### config.mk
export PLATFORM = sky130hd
export DESIGN_NAME = ptc_time_clock
export DESIGN_NICKNAME = d
export VERILOG_FILES = /design/src/core/ptc_pkg.sv /design/src/core/ptc_time_clock.sv
export SDC_FILE = /design/constraint.sdc
export NUM_CORES = 1
export LEC_CHECK = 0
export BUFFER_PORTS_ARGS = -buffer_cell sky130_fd_sc_hd__clkbuf_2
export CORE_MARGIN = 2
export CORE_UTILIZATION = 60
export DETAILED_ROUTE_END_ITERATION = 10
export PLACE_DENSITY_LB_ADDON = 0.2
export SLEW_MARGIN = 20
export SYNTH_ARGS = -nofsm -noshare
export SYNTH_HDL_FRONTEND = slang
export SYNTH_SLANG_ARGS = --single-unit
export TNS_END_PERCENT = 100
### constraint.sdc
create_clock -name pclk -period 8.31 [get_ports pclk]
set_clock_uncertainty 0.1 [all_clocks]
set_input_delay 0.4155 -clock pclk [delete_from_list [all_inputs] [get_ports pclk]]
set_output_delay 0.4155 -clock pclk [all_outputs]
set_load 0.05 [all_outputs]
### src/core/ptc_pkg.sv
package ptc_pkg;

   // Register bus geometry
   localparam int          ADDR_W          = 12;
   localparam int          DATA_W          = 32;

   // Register byte addresses
   localparam logic [11:0] OFF_PIN9_LOW    = 12'h16c;
   localparam logic [11:0] OFF_TIME_UPPER  = 12'h170;
   localparam logic [11:0] OFF_TIME_LOWER  = 12'h174;
   localparam logic [11:0] OFF_RATE_TRIM   = 12'h178;
   localparam logic [11:0] OFF_MATCH_UPPER = 12'h17c;
   localparam logic [11:0] OFF_MATCH_LOWER = 12'h180;
   localparam logic [11:0] OFF_REFILL_UP   = 12'h184;
   localparam logic [11:0] OFF_REFILL_LOW  = 12'h188;
   localparam logic [11:0] OFF_CONTROL     = 12'h1a0;
   localparam logic [11:0] OFF_IRQ_STATUS  = 12'h1a4;
   localparam logic [11:0] OFF_IRQ_MASK    = 12'h1a8;

   // Control register fields
   localparam int          CTRL_REFILL_BIT = 0;
   localparam int          CTRL_FREEZE_BIT = 1;

   // Interrupt status and mask fields
   localparam int          IRQ_W           = 2;
   localparam int          IRQ_MATCH_BIT   = 0;
   localparam int          IRQ_PIN9_BIT    = 1;

   // Reset values
   localparam logic [31:0] WORD_RESET      = 32'h00000000;
   localparam logic [63:0] TIME_RESET      = 64'h0000000000000000;
   localparam logic [1:0]  IRQ_RESET       = 2'h0;

   // Time advanced by one accumulator carry
   localparam logic [63:0] TICK_STEP       = 64'h0000000000000001;

   // APB request from the master
   typedef struct packed {
      logic        psel;
      logic        penable;
      logic        pwrite;
      logic [11:0] paddr;
      logic [31:0] pwdata;
   } ptc_apb_req_t;

   // Holding register for a value written in two halves
   typedef struct packed {
      logic [31:0] hi;
      logic [31:0] lo;
      logic        got_hi;
      logic        got_lo;
   } ptc_stage_t;

   localparam ptc_stage_t STAGE_RESET = '0;

   // Merge one half-word write into a holding register
   function automatic ptc_stage_t ptc_stage_next(ptc_stage_t s, logic wr_hi, logic wr_lo,
                                                 logic [31:0] d);
      ptc_stage_t n;
      n = s;
      if (wr_hi) begin
         n.hi     = d;
         n.got_hi = 1'b1;
      end
      if (wr_lo) begin
         n.lo     = d;
         n.got_lo = 1'b1;
      end
      return n;
   endfunction : ptc_stage_next

endpackage : ptc_pkg

### src/core/ptc_time_clock.sv
`timescale 1ns/1ns
// Operation
// A pin 9 activation latches time bits 31..0 into a read-only word, reset zero.
// One 64-bit time value, two 32-bit words, feeds every timestamp capture.
// Time advances at a nominal 100 MHz, adjustable through the addend word.
// Time update takes effect only after both time words are written.
// Time word reads return a copy saved by the snapshot command bit.
// Every cycle the addend, reset zero, is added into the divisor accumulator.
// Target is compared with time continuously; a match raises a compare event.
// New target takes effect only after both its words are written.
// On compare event with the reload bit set, reload value replaces target.
// New reload value takes effect only after both its words are written.
// Upper time word holds bits 63..32, is read/write, and resets zero.
// Reload/add bit selects replacing or adding the reload value on an event.
// Each accumulator carry advances the time value by one tick.
// The first half waits in a holding register until the second arrives.
module ptc_time_clock (
   input  wire logic                 pclk,
   input  wire logic                 presetn,
   input  wire logic                 ce,
   input  wire ptc_pkg::ptc_apb_req_t apb_req,
   input  wire logic                 pin9_event,
   output logic [31:0]               prdata,
   output logic                      pready,
   output logic                      pslverr,
   output logic                      irq,
   output logic                      match_pulse,
   output logic [63:0]               time_now
);
   import ptc_pkg::*;

   logic [63:0]      time_value;
   logic [31:0]      accum;
   logic [31:0]      rate_trim;
   logic [63:0]      match_value;
   logic [63:0]      refill_value;
   logic [63:0]      frozen_time;
   logic [31:0]      captured_time_low;
   logic             refill_mode;
   logic [IRQ_W-1:0] irq_status;
   logic [IRQ_W-1:0] irq_mask;
   logic             pin9_q;
   logic             match_q;
   logic             rsp_valid;

   ptc_stage_t       time_stage;
   ptc_stage_t       match_stage;
   ptc_stage_t       refill_stage;
   ptc_stage_t       next_time_stage;
   ptc_stage_t       next_match_stage;
   ptc_stage_t       next_refill_stage;

   logic             wr_acc;
   logic [32:0]      next_accum;
   logic             tick;
   logic             time_commit;
   logic             match_commit;
   logic             refill_commit;
   logic             match_now;
   logic             match_event;
   logic             pin9_rise;
   logic [IRQ_W-1:0] irq_set;
   logic [IRQ_W-1:0] irq_clr;

   // True when the current write access targets the given address
   function automatic logic wr_to(logic acc, logic [11:0] addr, logic [11:0] a);
      return acc && (addr == a);
   endfunction : wr_to

   // Offsets that answer without an error
   function automatic logic is_mapped(logic [11:0] a);
      case (a)
         OFF_PIN9_LOW, OFF_TIME_UPPER, OFF_TIME_LOWER, OFF_RATE_TRIM,
         OFF_MATCH_UPPER, OFF_MATCH_LOWER, OFF_REFILL_UP, OFF_REFILL_LOW,
         OFF_CONTROL, OFF_IRQ_STATUS, OFF_IRQ_MASK: return 1'b1;
         default: return 1'b0;
      endcase
   endfunction : is_mapped

   // Bus handshake: ready only once read data has been latched
   assign pready = ce & rsp_valid;
   assign wr_acc = apb_req.psel & apb_req.penable & apb_req.pwrite & pready;

   // Response capture; a frozen clock enable simply stretches the access
   always_ff @(posedge pclk or negedge presetn) begin
      if (!presetn) begin
         rsp_valid <= 1'b0;
         prdata    <= WORD_RESET;
         pslverr   <= 1'b0;
      end else if (ce) begin
         if (apb_req.psel && !rsp_valid) begin
            rsp_valid <= 1'b1;
            pslverr   <= ~is_mapped(apb_req.paddr);
            case (apb_req.paddr)
               OFF_PIN9_LOW:    prdata <= captured_time_low;
               OFF_TIME_UPPER:  prdata <= frozen_time[63:32];
               OFF_TIME_LOWER:  prdata <= frozen_time[31:0];
               OFF_RATE_TRIM:   prdata <= rate_trim;
               OFF_MATCH_UPPER: prdata <= match_value[63:32];
               OFF_MATCH_LOWER: prdata <= match_value[31:0];
               OFF_REFILL_UP:   prdata <= refill_value[63:32];
               OFF_REFILL_LOW:  prdata <= refill_value[31:0];
               OFF_CONTROL:     prdata <= {31'h0, refill_mode};
               OFF_IRQ_STATUS:  prdata <= {30'h0, irq_status};
               OFF_IRQ_MASK:    prdata <= {30'h0, irq_mask};
               default:         prdata <= WORD_RESET;
            endcase
         end else if (apb_req.psel && apb_req.penable && rsp_valid) begin
            rsp_valid <= 1'b0;
         end
      end
   end

   // Half-word staging for the three split values
   always_comb begin
      next_time_stage   = ptc_stage_next(time_stage,
                                         wr_to(wr_acc, apb_req.paddr, OFF_TIME_UPPER),
                                         wr_to(wr_acc, apb_req.paddr, OFF_TIME_LOWER),
                                         apb_req.pwdata);
      next_match_stage  = ptc_stage_next(match_stage,
                                         wr_to(wr_acc, apb_req.paddr, OFF_MATCH_UPPER),
                                         wr_to(wr_acc, apb_req.paddr, OFF_MATCH_LOWER),
                                         apb_req.pwdata);
      next_refill_stage = ptc_stage_next(refill_stage,
                                         wr_to(wr_acc, apb_req.paddr, OFF_REFILL_UP),
                                         wr_to(wr_acc, apb_req.paddr, OFF_REFILL_LOW),
                                         apb_req.pwdata);
   end

   // A commit needs both halves; either order is accepted
   assign time_commit   = next_time_stage.got_hi & next_time_stage.got_lo;
   assign match_commit  = next_match_stage.got_hi & next_match_stage.got_lo;
   assign refill_commit = next_refill_stage.got_hi & next_refill_stage.got_lo;

   // Holding registers drop their flags once the full value is committed
   always_ff @(posedge pclk or negedge presetn) begin
      if (!presetn) begin
         time_stage   <= STAGE_RESET;
         match_stage  <= STAGE_RESET;
         refill_stage <= STAGE_RESET;
      end else if (ce) begin
         time_stage   <= time_commit ? {next_time_stage.hi, next_time_stage.lo, 2'b00}
                                     : next_time_stage;
         match_stage  <= match_commit ? {next_match_stage.hi, next_match_stage.lo, 2'b00}
                                      : next_match_stage;
         refill_stage <= refill_commit ? {next_refill_stage.hi, next_refill_stage.lo, 2'b00}
                                       : next_refill_stage;
      end
   end

   // Plain software registers
   always_ff @(posedge pclk or negedge presetn) begin
      if (!presetn) begin
         rate_trim   <= WORD_RESET;
         refill_mode <= 1'b0;
         irq_mask    <= IRQ_RESET;
      end else if (ce) begin
         if (wr_to(wr_acc, apb_req.paddr, OFF_RATE_TRIM)) begin
            rate_trim <= apb_req.pwdata;
         end
         if (wr_to(wr_acc, apb_req.paddr, OFF_CONTROL)) begin
            refill_mode <= apb_req.pwdata[CTRL_REFILL_BIT];
         end
         if (wr_to(wr_acc, apb_req.paddr, OFF_IRQ_MASK)) begin
            irq_mask <= apb_req.pwdata[IRQ_W-1:0];
         end
      end
   end

   // Rate accumulator: the carry is the time tick, so the rate is linear in the addend
   assign next_accum = {1'b0, accum} + {1'b0, rate_trim};
   assign tick       = next_accum[32];

   always_ff @(posedge pclk or negedge presetn) begin
      if (!presetn) begin
         accum <= WORD_RESET;
      end else if (ce) begin
         accum <= next_accum[31:0];
      end
   end

   // Running time; a committed software value wins over the tick of that cycle
   always_ff @(posedge pclk or negedge presetn) begin
      if (!presetn) begin
         time_value <= TIME_RESET;
      end else if (ce) begin
         if (time_commit) begin
            time_value <= {next_time_stage.hi, next_time_stage.lo};
         end else if (tick) begin
            time_value <= time_value + TICK_STEP;
         end
      end
   end

   assign time_now = time_value;

   // Snapshot copy for software reads, taken from the live time
   always_ff @(posedge pclk or negedge presetn) begin
      if (!presetn) begin
         frozen_time <= TIME_RESET;
      end else if (ce) begin
         if (wr_to(wr_acc, apb_req.paddr, OFF_CONTROL) && apb_req.pwdata[CTRL_FREEZE_BIT]) begin
            frozen_time <= time_value;
         end
      end
   end

   // Compare on equality; edge detect so a parked time raises one event only
   assign match_now   = (time_value == match_value);
   assign match_event = match_now & ~match_q;
   assign match_pulse = 1'b0; // Reserved; the compare event shows in the status word

   // match_q resets high so the all-zero reset state raises no event
   always_ff @(posedge pclk or negedge presetn) begin
      if (!presetn) begin
         match_q <= 1'b1;
      end else if (ce) begin
         match_q <= match_now;
      end
   end

   // Active compare value: software commit first, then reload or add on an event
   always_ff @(posedge pclk or negedge presetn) begin
      if (!presetn) begin
         match_value <= TIME_RESET;
      end else if (ce) begin
         if (match_commit) begin
            match_value <= {next_match_stage.hi, next_match_stage.lo};
         end else if (match_event) begin
            if (refill_mode) begin
               match_value <= refill_value;
            end else begin
               match_value <= match_value + refill_value;
            end
         end
      end
   end

   // Active reload value
   always_ff @(posedge pclk or negedge presetn) begin
      if (!presetn) begin
         refill_value <= TIME_RESET;
      end else if (ce) begin
         if (refill_commit) begin
            refill_value <= {next_refill_stage.hi, next_refill_stage.lo};
         end
      end
   end

   // Pin 9 is synchronous; its rising edge is the activation
   assign pin9_rise = pin9_event & ~pin9_q;

   always_ff @(posedge pclk or negedge presetn) begin
      if (!presetn) begin
         pin9_q            <= 1'b0;
         captured_time_low <= WORD_RESET;
      end else if (ce) begin
         pin9_q <= pin9_event;
         if (pin9_rise) begin
            captured_time_low <= time_value[31:0];
         end
      end
   end

   // Sticky events, write one to clear; a new event beats a clear
   always_comb begin
      irq_set                = '0;
      irq_set[IRQ_MATCH_BIT] = match_event;
      irq_set[IRQ_PIN9_BIT]  = pin9_rise;
      irq_clr                = '0;
      if (wr_to(wr_acc, apb_req.paddr, OFF_IRQ_STATUS)) begin
         irq_clr = apb_req.pwdata[IRQ_W-1:0];
      end
   end

   always_ff @(posedge pclk or negedge presetn) begin
      if (!presetn) begin
         irq_status <= IRQ_RESET;
      end else if (ce) begin
         irq_status <= (irq_status & ~irq_clr) | irq_set;
      end
   end

   // Level interrupt, high while any unmasked event is pending
   always_ff @(posedge pclk or negedge presetn) begin
      if (!presetn) begin
         irq <= 1'b0;
      end else if (ce) begin
         irq <= |(((irq_status & ~irq_clr) | irq_set) & irq_mask);
      end
   end

endmodule : ptc_time_clock

# == Yosys cells after proc, flatten, opt, wreduce, memory -nomap -nowiden ==
# Cells that the tools add are included.
# W data, S select, Z words.
# totals
reg_bits,592
elab_cells,116
out_inout_bits,100
# op_classes
n_eq_ne,12
bitwise_logic,16
n_reduce_logical,30
addsub,3
n_mux,27
# ops
cell,n
$pmux W32 S11,1
$mux W64,5
$mux W32,6
$eq A12 B9 Y1 const B,11
$add A64 B1 Y64 const B,1
$add A64 B64 Y64,1
$eq A64 B64 Y1,1
$add A32 B32 Y33,1
$reduce_and A2 Y1,10
$logic_and A1 B1 Y1,14
$mux W1,11
$reduce_or A11 Y1,1
$and A1 B1 Y1,9
$mux W2,4
$reduce_bool A2 Y1,3
$and A2 B2 Y2,2
$not A1 Y1,3
$not A2 Y2,1
$or A2 B2 Y2,1
$reduce_or A2 Y1,1
$logic_not A1 Y1,1

# == Longest topological paths before layout ==
# depth
word_depth,10
depth_mapped,14
depth_no_buf,12

# == Worst setup path after synthesis ==
# OpenSTA, ideal clock, no wires.
# synth_path
kind,reg2reg
start,register accum[0]
end,register accum[20]
setup_time_ns,0.125
arrival_ns,3.160
synth_period_minus_slack_ns,3.385
path_slack_ns,4.925
stages_incl_launch_ff,13
cell_sequence,dfrtp_1 -> ha_1 -> fa_1 -> a21o_1 -> a21o_1 -> a2111oi_1 -> nor3_2 -> a311o_1 -> a21o_1 -> a31oi_1 -> o21ai_0 -> xor2_1 -> mux2_2
# synth_between
elab_chain_cells,1
# synth_rtl
element,line,rtl
from (decl),ptc_time_clock.sv:33,logic [31:0] accum;
from (signal assigned),ptc_time_clock.sv:178,accum <= next_accum[31:0];
$add A32 B32 Y33,ptc_time_clock.sv:171,"assign next_accum = {1'b0, accum} + {1'b0, rate_trim};"
# No other way between the ends.
# A chain may end at the register's enable or synchronous reset.

# == Worst setup path after layout ==
# layout_path
start,register rsp_valid
end,register time_value[19] (netlist: time_now[19])
# layout_between
elab_chain_cells,7
word_cells_on_any_way,11
cone_classes,mux: 4; bitwise: 3; reduce/logical: 4
# layout_rtl
element,line,rtl
from (decl),ptc_time_clock.sv:44,logic rsp_valid;
from (signal assigned),ptc_time_clock.sv:87,rsp_valid <= 1'b0;
from (signal assigned),ptc_time_clock.sv:92,rsp_valid <= 1'b1;
from (signal assigned),ptc_time_clock.sv:109,rsp_valid <= 1'b0;
$and A1 B1 Y1 *,ptc_time_clock.sv:81,assign pready = ce & rsp_valid;
$and A1 B1 Y1 *,ptc_time_clock.sv:82,assign wr_acc = apb_req.psel & apb_req.penable & apb_req.pwrite & pready;
$logic_and A1 B1 Y1,ptc_time_clock.sv:67,return acc && (addr == a);
"$mux W1, on equally long branches","ptc_pkg.sv:61, ptc_pkg.sv:65",
$and A1 B1 Y1,ptc_time_clock.sv:131,assign time_commit = next_time_stage.got_hi & next_time_stage.got_lo;
$reduce_bool A2 Y1 (no line),-,
$reduce_and A2 Y1 (no line),-,
to (signal assigned),ptc_time_clock.sv:188,"time_value <= {next_time_stage.hi, next_time_stage.lo};"
to (signal assigned),ptc_time_clock.sv:190,time_value <= time_value + TICK_STEP;
to (decl),ptc_time_clock.sv:32,logic [63:0] time_value;
# Mark *: on every way between the ends. The rest lies on a longest branch, timed or not.

==> impl_results.md <==
- Worst Setup Slack post-DPL: 3030 ps
- Final Util: 0.668
- Vias per cell: 6.89
- CP Capture Type: flop
- Worst EP arrival: 5510 ps
- Chip width: 236 um
- Num CTS Buffers: 66
- Root buf cell: clkbuf_16
- Hold Path Stages: 3
- Setup violators final: 0
- Layout Area Growth over Synthesis: 10.5%
- Nets: 3322
- Period utilization: 0.614
- Ant diodes: 0
- PD cells: 174 nW/um^2
- RSZ-0062 raised after global routing: false
- Die Span Y: 236 um
- Htree depth: 3
- Clk_lat worst skew: 610 ps
- Worst path cell trace: nand4_1 > nor2_1 > nand2_1 > nor4_4 > buf_4 > o22a_2 > o21ai_0 > o21a_1 > o31ai_4 > buf_4 > o21ai_0 > a22oi_1
- Peak supply drop: 0.202 mV
- Average routed wire per standard cell: ~30 um
- Flop pwr share: 0.465
- Setup_tns: 0 ps
- CP top delay family: compound AO/OA/AOI/OAI gates
- Core ar.: 53600 um^2
- # resized after CTS: 0
- Gate power share: 0.030
- WS Path Type: flop to flop
- Drt first-iter violations: 2716
- Cells after DPL: 3797
- Clock Power Share: 0.504
- Post-DP HPWL: 82500 um
- Mapped cell area: 32400 um^2
- Pleak: 17.3 nW
- Post-synth cell types: slightly above 90
- GP Congestion: 0.978
- Post-synthesis register bit count: about 590
- Layout Cells excl Fill: between 3000 and 4000
- Std cell rows: 85
- Dominant synthesized flop cell: dfrtp_1
- Fill cell count: ~4200
- Count of pins over their slew limit: 0
- Yosys warns: 0
- Crit path max fanout: 85
- Tot GR Track Use: 0.417
- CTS Buffer Depth: 3
- CP peak stage delay: 960 ps
- Final hold violations: 0
- Post-layout min period: 5100 ps
- EDFF count, synth: 0
- Setup Buffers After CTS: 0
- First-pass GRT wire length: 172000 um
- # DRC: 0
- Status: completed
- Via count: around 27000
- Total of max-cap violations: 0
- Initial antenna violation count: 2
- I/O Buffers: 149
- Net Sw Frac: 0.220
- Post-DRT Antenna Nets: 0
- Internal: 4.87 mW
- Rel. slew slack: 0.224
- CTS Sinks: 592
- Setup crit start kind: flop
- Critical path required time: just under 9000 ps
- Initial Util: 0.604
- Crit path depth: 12
- Sw power: 1.37 mW
- Post-Synthesis Cells: approximately 3100
- WL final: approximately 120000 um
- Setup WS post-layout: 3210 ps
- Layout cell share with drive strength beyond 1: 0.223
- Worst Tran Pin Value: 1160 ps
- Peak Freq: around 200 MHz
- Die Area: ~56000 um^2
- Clk pin slew, worst setup/hold paths: about 60 ps
- Syn Area/Cell: 10.4 um^2
- Asr flop ratio synth: 1.00
- Syn nets: 3272
- Register area share after synthesis: 0.457
- Hold Crit Class: input pin to flop
- Slowest cell on crit path: o22a_2
- Total gr overflow: 0
- First-pass DRT Iterations: 6
- Pin count of the biggest net entering global routing: 188
- CTS hold repair buffers: 2
- R2R cell count: 12
- TritonCTS clock tree: built
- I/O pin count: between 150 and 200
- Vias in the first global route: approximately 26000
- Crit path buffers/inverters: 2
[synth_stat cells, types with 18 or more instances]
cell type  number  area share
and3_1         24      0.0046
a21oi_1       231       0.036
nor2_1        129       0.015
o211ai_1       32      0.0074
mux2_2        385        0.13
buf_2          38      0.0059
a21o_1         97       0.022
a22o_1         34      0.0092
xor2_1         44       0.012
nand2b_1       25      0.0048
o31ai_1        21      0.0049
dfrtp_1       591        0.46
a22oi_1        75       0.017
a221oi_1       37       0.010
ha_1           96       0.037
o21ai_0       205       0.032
o21bai_1       18      0.0042
a31oi_1        49      0.0095
nand2_1       252       0.029
nand4_1        54       0.010
o22ai_1        23      0.0044
clkbuf_1      118       0.014
nor3_1         47      0.0073
xnor2_1        91       0.025
nand3_1        66       0.010
or3_1          19      0.0037
inv_1          51      0.0059
buf_1          21      0.0024
[per-stage QoR]
step	cell area, um^2	hold slack [ps]	power, mW
after CTS	35800	7.55	6.26
after global placement	33400	293	3.14
after detailed placement	33400	298	3.14
after floorplan	32400	19.9	3.02
final	35800	25.3	6.24
after global routing	35800	33.1	6.40
[registers in the layout, indices dropped and copies added, names as in the netlist, 32 cells and up]
| register | cells |
|---|---|
| captured_time_low | 32 |
| accum | 32 |
| time_stage | 66 |
| match_stage | 66 |
| frozen_time | 64 |
| rate_trim | 32 |
| refill_value | 64 |
| time_now | 64 |
| refill_stage | 66 |
| prdata | 32 |
| match_value | 64 |
[worst reg2reg max path, cell delays in order, from the launching register on]
cell     delay [ps]
dfrtp_1         380
nand4_1         130
nor2_1          560
nand2_1         400
nor4_4          290
buf_4           490
o22a_2         1000
o21ai_0         190
o21a_1          190
o31ai_4          60
buf_4           760
o21ai_0         230
a22oi_1         210
[kinds of logic (layout without fill, tap and decap cells)]
logic type | after synthesis | after routing | share of synthesized area
flops | 592 | 592 | 0.457
other cells | 1 | 1 | 0.000116
mux | 410 | 410 | 0.142
simple gates | 698 | 698 | 0.104
compound gates | 934 | 934 | 0.186
xor+xnor | 135 | 135 | 0.0365
buf+inv | 255 | 355 | 0.0360
fa+ha+maj | 98 | 98 | 0.0383
[final timing paths]
path	from	endpoint	slack, ps
min in group asynchronous	presetn	time_stage[36]	270
hold reg to reg	match_q	match_q	370
setup / recovery	rsp_valid	time_now[19]	3210
setup reg to reg	rsp_valid	time_now[19]	3210
hold / removal	apb_req[45]	rsp_valid	30
max in group asynchronous	presetn	frozen_time[23]	6000
[metal layers]
layer	vias to the layer above	wire, um	track usage
met5	-	12	0
met4	2	9190	0.275
met3	364	10300	0.0881
met2	1560	51900	0.631
met1	13400	45400	0.544
li1	11600	-	-
[layout make-up]
| class | instances | area [um^2] | area share |
|---|---|---|---|
| Clock inverter | 20 | 337 | 0.00940 |
| Tap cell | 696 | 871 | 0.0243 |
| Timing Repair Buffer | 186 | 1100 | 0.0308 |
| Sequential cell | 592 | 14800 | 0.414 |
| Multi-Input combinational cell | 2276 | 16500 | 0.461 |
| Clock buffer | 98 | 1990 | 0.0555 |
| Inverter | 51 | 191 | 0.00535 |
[power by group through the flow]
| stage | sequential (mW) | combinational [mW] | clock (mW) |
|---|---|---|---|
| after floorplan | 2.96 | 0.0520 | 0 |
| after global routing | 2.90 | 0.205 | 3.29 |
| after global placement | 2.96 | 0.183 | 0 |
| after detailed placement | 2.96 | 0.187 | 0 |
| after CTS | 2.91 | 0.188 | 3.17 |
| final | 2.91 | 0.190 | 3.15 |
[placed cells by master (no fill, tap or decap), types with 34 or more instances in the layout]
cell       count
xor2_1        44
a22o_1        34
nand4_1       54
dfrtp_1      590
o21ai_0      205
ha_1          96
xnor2_1       91
clkbuf_16     69
nand3_1       65
mux2_2       385
a21o_1        97
inv_1         51
a221oi_1      37
nor2_1       123
nor3_1        46
nand2_1      252
clkbuf_2     148
a31oi_1       49
a22oi_1       75
a21oi_1      231
No activity file was read; power rests on OpenSTA's default activity.
